## config.mk

```make
export PLATFORM = sky130hd
export DESIGN_NAME = siu_store_unit
export DESIGN_NICKNAME = d
export VERILOG_FILES = /design/src/siu_pkg.sv /design/src/siu_eff_addr.sv /design/src/siu_left_lane.sv /design/src/siu_store_unit.sv
export SDC_FILE = /design/constraint.sdc
export NUM_CORES = 1
export LEC_CHECK = 0
export ABC_CLOCK_PERIOD_IN_PS = 3050
export BUFFER_PORTS_ARGS = -buffer_cell sky130_fd_sc_hd__buf_2
export CAP_MARGIN = 25
export CORE_AREA = 3 3 198 200
export DETAILED_ROUTE_END_ITERATION = 8
export DIE_AREA = 0 0 201 203
export PLACE_DENSITY = 0.58
export SYNTH_ARGS = -nofsm -noshare
export SYNTH_HDL_FRONTEND = slang
export SYNTH_SLANG_ARGS = --single-unit
```

## constraint.sdc

```tcl
create_clock -name i_clk -period 3.05 [get_ports i_clk]
set_input_delay 0.305 -clock i_clk [delete_from_list [all_inputs] [get_ports i_clk]]
set_output_delay 0.305 -clock i_clk [all_outputs]
set_load 0.005 [all_outputs]
```

## src/siu_pkg.sv

```systemverilog
// constants, types and helpers shared by the store instruction unit
// Overview of operation
// - an exception beats a conditional store failure; no failure result is written
// - word conditional store writes memory only while the link bit is set
// - conditional store writes one on success, zero on failure, upper bits cleared
// - doubleword conditional store fails without writing after exception return
// - conditional stores run in user mode without the system control coprocessor
// - doubleword conditional store: address error if low three address bits nonzero
// - effective address is base register plus sign-extended 16-bit offset
// - doubleword store writes all 64 register bits as one doubleword access
// - doubleword store: address error if low three address bits nonzero
// - doubleword stores raise reserved instruction in 32-bit user or supervisor
// - debug break: opcode 000000, function 001110, 20-bit code, raises debug break
// - coprocessor doubleword store writes the unit's doubleword at the address
// - coprocessor doubleword store: address error if low three bits nonzero
// - left store writes the register's left part, other bytes unchanged
// - left store copies from the top byte down to the unit's lowest byte
// - left store never raises an alignment address error
// - word conditional store fails without writing after exception return
// - word conditional store: address error if low two address bits nonzero
package siu_pkg;
  localparam int XLEN      = 64;
  localparam int OPC_LSB   = 26;
  localparam int BASE_LSB  = 21;
  localparam int RT_LSB    = 16;
  localparam int IMM_W     = 16;
  localparam int COP_NUM   = 4;
  localparam logic [5:0] OP_SPECIAL           = 6'h00;
  localparam logic [5:0] FN_DEBUG_BREAK       = 6'h0e;
  localparam logic [5:0] OP_COND_STORE_WORD   = 6'h38;
  localparam logic [5:0] OP_COND_STORE_DWORD  = 6'h3c;
  localparam logic [5:0] OP_COP1_STORE_DWORD  = 6'h3d;
  localparam logic [5:0] OP_COP2_STORE_DWORD  = 6'h3e;
  localparam logic [5:0] OP_STORE_DWORD       = 6'h3f;
  localparam logic [5:0] OP_STORE_DWORD_LEFT  = 6'h2c;
  localparam logic [5:0] OP_STORE_DWORD_RIGHT = 6'h2d;
  localparam logic [2:0] ALIGN_WORD  = 3'h3;
  localparam logic [2:0] ALIGN_DWORD = 3'h7;
  localparam logic [2:0] ALIGN_NONE  = 3'h0;
  localparam logic       LINK_RST    = 1'b0;

  typedef enum logic [2:0] {
    EXC_NONE, EXC_ADDR_ERR, EXC_RESV_INSTR, EXC_COP_UNUSABLE, EXC_DEBUG_BREAK
  } siu_exc_code_t;

  typedef enum logic [2:0] {
    K_NONE, K_CSW, K_CSD, K_SD, K_CPSD, K_SDL, K_SDR, K_DBG
  } siu_kind_t;

  typedef struct packed {
    logic             valid;
    logic [XLEN-1:0]  addr;
    logic [XLEN-1:0]  data;
    logic [7:0]       ben;
  } siu_mem_req_t;

  typedef struct packed {
    logic             valid;
    logic [4:0]       idx;
    logic [XLEN-1:0]  value;
  } siu_wb_t;

  typedef struct packed {
    logic             valid;
    siu_exc_code_t    code;
    logic [XLEN-1:0]  bad_vaddr;
  } siu_exc_t;

  // sign extension of the 16-bit offset to the full address width
  function automatic logic [XLEN-1:0] siu_sext16(input logic [IMM_W-1:0] imm);
    siu_sext16 = {{(XLEN-IMM_W){imm[IMM_W-1]}}, imm};
  endfunction
endpackage

```

## src/siu_eff_addr.sv

```systemverilog
// effective address adder with alignment check
`timescale 1ns/1ns
`default_nettype none
module siu_eff_addr (
  input  wire logic [siu_pkg::XLEN-1:0]  i_base,
  input  wire logic [siu_pkg::IMM_W-1:0] i_imm,
  input  wire logic [2:0]                i_align_mask,
  output logic      [siu_pkg::XLEN-1:0]  o_vaddr,
  output logic                           o_misaligned
);
  import siu_pkg::*;

  // base plus sign-extended offset; carry out of bit 63 wraps by design
  assign o_vaddr      = i_base + siu_sext16(i_imm);
  // a zero mask turns the check off for the unaligned left store
  assign o_misaligned = |(o_vaddr[2:0] & i_align_mask);
endmodule
`default_nettype wire

```

## src/siu_left_lane.sv

```systemverilog
// byte steering for the left unaligned doubleword store
`timescale 1ns/1ns
`default_nettype none
module siu_left_lane (
  input  wire logic [2:0]               i_vaddr_lo,
  input  wire logic                     i_big_endian,
  input  wire logic [siu_pkg::XLEN-1:0] i_rt_data,
  output logic      [siu_pkg::XLEN-1:0] o_data,
  output logic      [7:0]               o_ben
);
  import siu_pkg::*;

  logic [2:0] byte_sel;

  // lane of the addressed byte, mirrored for a big-endian core
  assign byte_sel = i_vaddr_lo ^ {3{i_big_endian}};

  // top byte of the register lands on the addressed lane, lower ones follow down
  always_comb begin
    o_data = i_rt_data >> (7'd56 - {1'b0, byte_sel, 3'b000});
    o_ben  = 8'hff >> (3'd7 - byte_sel);
  end
endmodule
`default_nettype wire

```

## src/siu_store_unit.sv

```systemverilog
// store instruction unit: decode, address, checks, memory write and result
`timescale 1ns/1ns
`default_nettype none
module siu_store_unit (
  input  wire logic                           i_clk,
  input  wire logic                           i_rstn,
  input  wire logic                           i_valid,
  input  wire logic [31:0]                    i_instr,
  input  wire logic [siu_pkg::XLEN-1:0]       i_base,
  input  wire logic [siu_pkg::XLEN-1:0]       i_rt_data,
  input  wire logic [siu_pkg::XLEN-1:0]       i_cop_data,
  input  wire logic [siu_pkg::COP_NUM-1:0]    i_cop_usable,
  input  wire logic                           i_mode32_usr_sup,
  input  wire logic                           i_big_endian,
  input  wire logic                           i_ll_exec,
  input  wire logic                           i_exception_return_instr_exec,
  output siu_pkg::siu_mem_req_t               o_mem,
  output siu_pkg::siu_wb_t                    o_wb,
  output siu_pkg::siu_exc_t                   o_exc,
  output logic                                o_link
);
  import siu_pkg::*;

  logic [5:0]      opc;
  logic [4:0]      rt_idx;
  logic [1:0]      cop_sel;
  siu_kind_t       kind;
  logic [2:0]      align_mask;
  logic [XLEN-1:0] vaddr;
  logic            misaligned;
  logic [XLEN-1:0] left_data;
  logic [7:0]      left_ben;
  logic            needs_64;
  logic            is_cond;
  siu_exc_code_t   next_code;
  logic            next_store;
  logic [XLEN-1:0] next_data;
  logic [7:0]      next_ben;
  logic            word_lane;

  assign opc     = i_instr[31:OPC_LSB];
  assign rt_idx  = i_instr[RT_LSB+4:RT_LSB];
  assign cop_sel = opc[1:0];

  // instruction decode; the code field of the debug break is not carried on
  always_comb begin
    kind = K_NONE;
    case (opc)
      OP_SPECIAL: begin
        if (i_instr[5:0] == FN_DEBUG_BREAK) begin
          kind = K_DBG;
        end
      end
      OP_COND_STORE_WORD:   kind = K_CSW;
      OP_COND_STORE_DWORD:  kind = K_CSD;
      OP_STORE_DWORD:       kind = K_SD;
      OP_COP1_STORE_DWORD:  kind = K_CPSD;
      OP_COP2_STORE_DWORD:  kind = K_CPSD;
      OP_STORE_DWORD_LEFT:  kind = K_SDL;
      OP_STORE_DWORD_RIGHT: kind = K_SDR;
      default:              kind = K_NONE;
    endcase
  end

  // alignment demanded by each store
  always_comb begin
    case (kind)
      K_CSW:   align_mask = ALIGN_WORD;
      K_CSD:   align_mask = ALIGN_DWORD;
      K_SD:    align_mask = ALIGN_DWORD;
      K_CPSD:  align_mask = ALIGN_DWORD;
      K_SDL:   align_mask = ALIGN_NONE;
      default: align_mask = ALIGN_NONE;
    endcase
  end

  siu_eff_addr u_eff_addr (
    .i_base       (i_base),
    .i_imm        (i_instr[IMM_W-1:0]),
    .i_align_mask (align_mask),
    .o_vaddr      (vaddr),
    .o_misaligned (misaligned)
  );

  siu_left_lane u_left_lane (
    .i_vaddr_lo   (vaddr[2:0]),
    .i_big_endian (i_big_endian),
    .i_rt_data    (i_rt_data),
    .o_data       (left_data),
    .o_ben        (left_ben)
  );

  // doubleword stores other than the coprocessor one, including the right part store, are 64-bit only
  assign needs_64 = (kind == K_CSD) || (kind == K_SD) || (kind == K_SDL) || (kind == K_SDR);
  assign is_cond  = (kind == K_CSW) || (kind == K_CSD);

  // exception priority: reserved, coprocessor unusable, alignment, debug break
  // conditional stores never look at coprocessor usability, so user mode works
  always_comb begin
    next_code = EXC_NONE;
    if (needs_64 && i_mode32_usr_sup) begin
      next_code = EXC_RESV_INSTR;
    end else if ((kind == K_CPSD) && !i_cop_usable[cop_sel]) begin
      next_code = EXC_COP_UNUSABLE;
    end else if (misaligned) begin
      next_code = EXC_ADDR_ERR;
    end else if (kind == K_DBG) begin
      next_code = EXC_DEBUG_BREAK;
    end
  end

  // word lane inside the doubleword; big-endian flips the half
  assign word_lane = vaddr[2] ^ i_big_endian;

  // write enable and byte steering per store kind
  // the right part store only checks its mode here; it never writes memory
  always_comb begin
    next_store = 1'b0;
    next_data  = i_rt_data;
    next_ben   = 8'hff;
    if (i_valid && (next_code == EXC_NONE)) begin
      case (kind)
        K_CSW: begin
          next_store = o_link;
          next_data  = {2{i_rt_data[31:0]}};
          next_ben   = word_lane ? 8'hf0 : 8'h0f;
        end
        K_CSD: begin
          next_store = o_link;
        end
        K_SD: begin
          next_store = 1'b1;
        end
        K_CPSD: begin
          next_store = 1'b1;
          next_data  = i_cop_data;
        end
        K_SDL: begin
          next_store = 1'b1;
          next_data  = left_data;
          next_ben   = left_ben;
        end
        default: next_store = 1'b0;
      endcase
    end
  end

  // link bit: a load-linked in the same cycle as a return wins over the clear
  always_ff @(posedge i_clk) begin
    if (!i_rstn) begin
      o_link <= LINK_RST;
    end else if (i_ll_exec) begin
      o_link <= 1'b1;
    end else if (i_exception_return_instr_exec) begin
      o_link <= 1'b0;
    end
  end

  // memory write request, one cycle after the instruction is taken
  always_ff @(posedge i_clk) begin
    if (!i_rstn) begin
      o_mem <= '0;
    end else begin
      o_mem.valid <= next_store;
      o_mem.addr  <= {vaddr[XLEN-1:3], 3'b000};
      o_mem.data  <= next_data;
      o_mem.ben   <= next_ben;
    end
  end

  // success or failure result back to the source register; suppressed under an exception
  always_ff @(posedge i_clk) begin
    if (!i_rstn) begin
      o_wb <= '0;
    end else begin
      o_wb.valid <= i_valid && is_cond && (next_code == EXC_NONE);
      o_wb.idx   <= rt_idx;
      o_wb.value <= {{(XLEN-1){1'b0}}, o_link};
    end
  end

  // exception report with the faulting address for the handler
  always_ff @(posedge i_clk) begin
    if (!i_rstn) begin
      o_exc <= '{valid: 1'b0, code: EXC_NONE, bad_vaddr: '0};
    end else begin
      o_exc.valid     <= i_valid && (next_code != EXC_NONE);
      o_exc.code      <= i_valid ? next_code : EXC_NONE;
      o_exc.bad_vaddr <= vaddr;
    end
  end
endmodule
`default_nettype wire

```

==> key figures, run 1 <==
CTS
  – Hold buffers post-CTS: 0
  – CTS sink cnt: 149
  – Clock latency on the worst-skew pair: 0.45 ns
  – Setup Fix Bufs, Post-CTS: 0
  – CTS H-tree depth: 4
  – Clock buffer depth: 2
  – Total CTS buffers: 17
  – CTS root buf: clkbuf_16
  – Clock slew at reported path FFs: 0.07 ns
  – TritonCTS clock tree: yes

Power and ir drop
  – P_sw: 2662 µW
  – Clock share of power: 29.4%
  – Sw frac: 36.21%
  – Combinational Power Share: 40.3%
  – Worst vdd ir: 413.5 µV
  – Power Total: 7353 µW
  – P_int: 4691 µW
  – Reg power frac: 30.3%
  – Leak pwr: 0.007767 µW
  – Power Density: 465.9 mW/mm²

Timing
  – Final Max Slew Viols: 0
  – RSZ-0062 raised after global routing: false
  – Worst Tran Pin Value: 0.8642 ns
  – Slew HR: 42.20%
  – Worst hold slack: 0.06119 ns
  – Final Hold Viols: 0
  – Max Clock Freq: 346.1 MHz
  – Tmin final: 2.889 ns
  – Final period util: 94.73%
  – Final setup vio count: 0
  – Skew final: 0.003219 ns
  – Setup tns final: 0 ns

Logic synthesis
  – Synth Area in Simple Gates: 20.50%
  – Compound-Gate Fraction of Synth Area: 24.50%
  – EDFF count, synth: 0
  – Mapped Area: 0.01155 mm²
  – Area share of the largest cell type after synthesis: 25.83%
  – Synth Area in XOR/XNOR: 4.626%
  – Top_reg_cell synth: dfxtp_1
  – Largest family of logic cells by synthesized area: compound AO/OA/AOI/OAI gates
  – Post-synthesis cell type count: 75
  – Mux cell area share after synthesis: 4.788%
  – Mapped Cells: 1534
  – Synth Area per Inst: 7.529 µm²
  – Register bit total from synthesis: 149
  – Adder-cell share of the synthesized area: 6.998%
  – Synth warn: 0
  – Post-synth ARST share: 0%
  – Synth area leader: dfxtp_1
  – Area contributors post-synth: dfxtp_1 26%, buf_4 8.4%, ha_1 6.8%
  – Seq/Total Area, Yosys: 25.83%

Placement
  – Gpl congestion: 0.9679
  – Post-DP HPWL: 44240 µm
  – IO buf count: 437
  – Area after DPL: 0.01516 mm²
  – Post-placement cell count: 2542

Layout
  – # fillers: 3966
  – Cell Count, Final, Fillers Out: 2575
  – Fin area: 0.01578 mm²
  – # nets final: 2349
  – Area Growth Syn to Fin: 36.65%
  – Multi-input gate area: 0.007472 mm²
  – Register area: 0.002983 mm²
  – Share of layout cells above drive strength 1: 34.61%

Critical path
  – Worst R2R Path Depth: 3
  – Slowest stage cell, crit path: o41ai_4
  – CP Launch Type: input pin
  – Crit-path cells: buf_2, ha_1, buf_4, nand2_1, o21ai_0, buf_4, a32oi_1, a211oi_2, a21oi_1, buf_4, o211a_1, o41ai_4, nand4_4, a211o_1, nand4b_1
  – Critical Path Fanout Max: 6
  – Worst Path Required: 3.44 ns
  – CP Data Arrival Time: 3.28 ns
  – CP endpoint kind: flop
  – Crit path from: i_instr[7]
  – CP peak stage delay: 0.43 ns
  – Critical path class: in2reg
  – Most frequent CP cell: buf_4
  – Worst reg2reg endpoint: o_mem[136]
  – Reg-to-reg startpoint: o_link
  – R2r setup slk: 2.00 ns

Die
  – Initial Util: 30.74%
  – Die area: 0.04080 mm²
  – Top-Level Pins: 511
  – Core Rows: 71
  – Die Height: 203 µm
  – Placeable Area: 0.03758 mm²
  – Die width: 201 µm

Drt
  – DR iter-0 viols: 1118
  – DR pass1 iterations: 9
  – Overall routed net length: 53880 µm
  – Post-route ant nets: 0
  – Routed wire length per instance: 20.92 µm
  – Vias: 13.40k
  – Vias per Instance: 5.202
  – DRC viols: 0

Global routing
  – Number of global-route vias before repair: 13.40k
  – First-pass GRT wire length: 80210 µm
  – Gr ovfl total: 0
  – Largest net degree at the start of global routing: 66
  – GRT Total Usage: 25.58%
  – Antenna violations before repair: 5

Flow run
  – Max capacitance violation total: 0

Min path
  – Hold path depth: 2
  – Hold Crit Start: i_instr[18]
  – Sink of the worst hold path: o_wb[66]
  – Hold crit path type: in2reg

Run status
  – Outcome: finished clean
## cell usage in the layout, fill, tap and decap left out, types with 8 or more instances in the layout
cell type	instances
buf_2	436
buf_4	203
nor2_1	186
nand2_1	183
dfxtp_1	149
a21oi_1	106
o21ai_0	96
conb_1	66
ha_1	62
mux2i_1	53
a22oi_1	42
xnor2_1	36
a31oi_1	30
a211oi_1	29
a21o_1	29
inv_1	26
nand3_1	24
a222oi_1	24
nand4_1	21
nor3_1	20
xor2_1	19
nand2b_1	18
clkbuf_16	17
and3_1	14
buf_12	14
nor4_1	13
and2_1	12
o21bai_1	11
nor2b_1	10
o21a_1	10
a22o_1	8
## worst max-delay path: cells and delay by family
family,cells,cell delay (ns)
buffers and inverters,4,0.58
AND/OR/NAND/NOR,3,0.33
AO/OA/AOI/OAI,7,1.73
adder cells (fa/ha/maj),1,0.32
## registers in the layout, summed over array words and instances (netlist names)
name	flops
o_wb	7
o_exc	7
o_mem	134
o_link	1
## synthesized netlist by cell type, drive strengths merged (4+ instances only)
library cell / instances
nor4: 15
nand2b: 18
nor2b: 10
a21o: 29
a21oi: 108
nor2: 186
nand3: 24
o21ai: 98
inv: 27
a211oi: 33
o21a: 10
o22ai: 5
ha: 63
buf: 158
a22o: 8
a22oi: 42
a221o: 4
nand2: 185
o21bai: 11
and3: 14
o211ai: 4
dfxtp: 149
nor3: 21
xor2: 22
o31ai: 4
mux2i: 53
clkbuf: 64
xnor2: 39
a31oi: 31
a222oi: 24
nand4: 23
and2: 12
## kinds of logic after synthesis
group,count (synthesis)
DFF,149
adders and majority gates,64
and+or+nand+nor,524
buffers and inverters,249
other,1
muxes,55
xor gates and xnor gates,61
AOI/OAI and AO/OA,431
## power by group through the flow
stage | Combinational [µW] | Sequential, µW | Clock, µW
global route | 3210 | 2250 | 2300
global placement | 2920 | 2270 | 0
CTS | 2940 | 2230 | 2240
finish | 2960 | 2230 | 2160
floorplan | 1650 | 2260 | 0
detailed placement | 2930 | 2270 | 0
## what timing repair did
item,CTS,global route
pin swaps,0,1
setup endpoints to repair,1,9
resized for setup,1,8
endpoints found under the hold margin,0,0
## cell type report
cell class / count / share of cell area, %
flip-flops and latches: 149 / 18.90
diodes: 1 / 0.01586
multi-input cells: 1201 / 47.34
clock inverters: 11 / 0.8086
inverters: 27 / 0.6580
well taps: 511 / 4.051
repair buffers: 654 / 25.31
clock buffers: 21 / 2.917
## how the worst max path moves through the flow
| stage | end | slack, ns | cells after the start |
|---|---|---|---|
| after global routing | o_mem[133] | 0.02 | 14 |
| after floorplan | o_mem[2] | 0.08 | 12 |
| final | o_mem[133] | 0.16 | 15 |
| after global placement | o_mem[50] | -0.52 | 13 |
| after detailed placement | o_mem[50] | -0.59 | 13 |
| after CTS | o_mem[50] | 0.08 | 13 |
## layer usage
metal | up-vias | global-route usage, % | share of wire, %
li1 | 6323 | - | -
met1 | 6270 | 31.33 | 40
met2 | 701 | 43.42 | 47
met3 | 95 | 5.836 | 8.5
met4 | 6 | 10.46 | 3.7
met5 | - | 0 | 0.052
## through the flow
stage | setup slack, ns | util [%]
floorplan | 0.08322 | -
global placement | -0.5209 | 40.33
detailed placement | -0.5920 | 40.33
CTS | 0.07501 | 41.91
global route | 0.01852 | 41.99
finish | 0.1607 | 42.00
Note: power is estimated with default switching activity, not from simulation.
==> inputs of run 2 (changes only) <==
Settings changed: ABC_AREA set to 1, CORE_AREA 3 3 198 200 to 3 3 196 198, DIE_AREA 0 0 201 203 to 0 0 199 201, PLACE_DENSITY 0.58 to 0.68.
==> run 2 against run 1 <==
  * Combinational power decreased by 10%
  * Critical path depth decreased by 5
  * Cell count increased by 35%
  * Sequential power decreased by 2%
  * Sequential share of layout area decreased by 1.5 points
==> key figures, run 2 <==
Run status
  – Outcome: finished clean

Layout
  – Max FFs per register: 134
  – Area Growth Syn to Fin: 18.81%
  – Most common cell after layout, fill and taps aside: nand2_1
  – Share of layout cells above drive strength 1: 17.64%
  – Register area: 0.002983 mm²
  – Multi-input gate area: 0.008971 mm²
  – Biggest regs: o_mem: 134 flops, o_exc: 7 flops, o_wb: 7 flops
  – # fillers: 3991
  – Commonest non-fill, non-tap cells in the layout: 998 x nand2_1, 438 x buf_2, 370 x inv_1
  – Top reg by flops: o_mem
  – Cell Count, Final, Fillers Out: 3477
  – # nets final: 3292

Timing
  – Slew HR: 58.09%
  – Final Max Slew Viols: 0
  – Final setup vio count: 0
  – Setup tns final: 0 ns
  – RSZ-0062 raised after global routing: false
  – Tmin final: 2.314 ns
  – Max Clock Freq: 432.2 MHz
  – Final period util: 75.85%
  – Final Hold Viols: 0
  – Skew final: 0.0001892 ns
  – Worst Tran Pin Value: 0.6287 ns

Die
  – Core Rows: 70
  – Die area: 0.04000 mm²
  – Top-Level Pins: 511
  – Die width: 199 µm
  – Die Height: 201 µm
  – Initial Util: 39.35%
  – Placeable Area: 0.03670 mm²

Drt
  – Vias: 17.53k
  – DR iter-0 viols: 1287
  – Post-route ant nets: 0
  – Overall routed net length: 60480 µm
  – DR pass1 iterations: 6
  – Routed wire length per instance: 17.39 µm
  – DRC viols: 0
  – Vias per Instance: 5.041

Placement
  – Post-placement cell count: 3442
  – IO buf count: 439
  – Gpl congestion: 0.9786
  – Post-DP HPWL: 49640 µm

Global routing
  – Gr ovfl total: 0
  – Largest net degree at the start of global routing: 78
  – GRT Total Usage: 29.32%
  – Antenna violations before repair: 5
  – Number of global-route vias before repair: 16.39k
  – First-pass GRT wire length: 90670 µm

Logic synthesis
  – Top post-synthesis cells by count: 1000 x nand2_1, 370 x inv_1, 297 x nor2_1
  – Post-synthesis cell type count: 37
  – Synth Area per Inst: 5.466 µm²
  – Synth warn: 0
  – Post-synth ARST share: 0%
  – Seq/Total Area, Yosys: 20.66%
  – Top_reg_cell synth: dfxtp_1
  – EDFF count, synth: 0
  – Count leader, synth: nand2_1
  – Area contributors post-synth: nand2_1 26%, dfxtp_1 21%, inv_1 9.6%
  – Synth area leader: nand2_1
  – Mapped Area: 0.01444 mm²
  – Area share of the largest cell type after synthesis: 25.99%
  – Register bit total from synthesis: 149
  – Mapped Cells: 2642

CTS
  – CTS sink cnt: 149
  – Hold buffers post-CTS: 0
  – Clock slew at reported path FFs: 0.06 ns
  – Setup Fix Bufs, Post-CTS: 0
  – Total CTS buffers: 17
  – CTS H-tree depth: 4
  – TritonCTS clock tree: yes
  – Clock latency on the worst-skew pair: 0.46 ns
  – Clock buffer depth: 2
  – CTS root buf: clkbuf_16
  – Resized cells post-CTS: 0

Flow run
  – Max capacitance violation total: 0

Critical path
  – CP Launch Type: input pin
  – Critical path class: in2reg
  – Critical Path Fanout Max: 77
  – CP Data Arrival Time: 2.66 ns
  – Worst Path Required: 3.39 ns
  – CP endpoint kind: flop

Power and ir drop
  – Leak pwr: 0.01053 µW
  – Worst vdd ir: 412.1 µV
  – Power Density: 412.8 mW/mm²

Min path
  – Hold crit path type: in2reg
run 2: path summary, 6_finish.rpt:
path	start	end	slack, ns	cells past startpoint
setup reg to reg	o_link	o_mem[136]	2.27	2
setup / recovery	i_instr[0]	o_mem[14]	0.74	10
hold reg to reg	o_link	o_wb[0]	0.51	2
hold / removal	i_instr[17]	o_wb[65]	0.03	3
run 2: layout make-up:
type | count | share of cell area (%)
multi-input combinational | 1973 | 52.29
sequential | 149 | 17.39
timing repair buffer | 475 | 15.13
inverter | 377 | 8.248
tap | 468 | 3.413
clock buffer | 18 | 2.560
clock inverter | 12 | 0.9043
antenna | 5 | 0.07293
run 2: stage by stage:
| stage | util [%] | power, µW | worst slack, ns | hold slack (ns) | area [µm²] |
|---|---|---|---|---|---|
| after floorplan | - | 3954 | 0.7789 | 0.4026 | 14680 |
| after global placement | 45.10 | 4834 | 0.3615 | 0.4860 | 16550 |
| after detailed placement | 45.10 | 4849 | 0.3301 | 0.4885 | 16550 |
| after CTS | 46.72 | 7102 | 0.8133 | 0.01567 | 17140 |
| after global routing | 46.74 | 7500 | 0.5497 | 0.03040 | 17150 |
| final | 46.75 | 7083 | 0.7365 | 0.03476 | 17160 |
run 2: critical path, cell delays in order:
cell     delay, ns
buf_2         0.11
ha_1          0.26
fa_1          0.75
nor2_1        0.11
o22ai_2       0.23
nor2_4        0.09
nand3_4       0.10
buf_12        0.28
nor2_1        0.09
nor2_1        0.26
run 2: power by group:
group | leakage [µW] | total (µW) | switching [µW] | internal, µW
Clock | 0.000277 | 2240 | 946 | 1300
Sequential | 0.00124 | 2190 | 75.7 | 2120
Combinational | 0.00902 | 2650 | 1710 | 937
run 2: cells by family (layout without fill, tap and decap cells):
logic type,count (synthesis),count (layout),synth area share (%)
AOI/OAI and AO/OA,209,209,8.266
xor gates and xnor gates,3,3,0.1820
adders and majority gates,64,64,5.597
buffers and inverters,585,882,19.12
DFF,149,149,20.66
other,1,71,0.02597
and+or+nand+nor,1631,1631,46.15
run 2: layer usage:
metal  track usage (%)  vias up  part of all wire, %
li1                  -     8723                    -
met1             36.04     7778                   40
met2             49.13      858                   47
met3             4.783      167                  7.2
met4             15.06        0                  5.7
met5                 0        -                    0
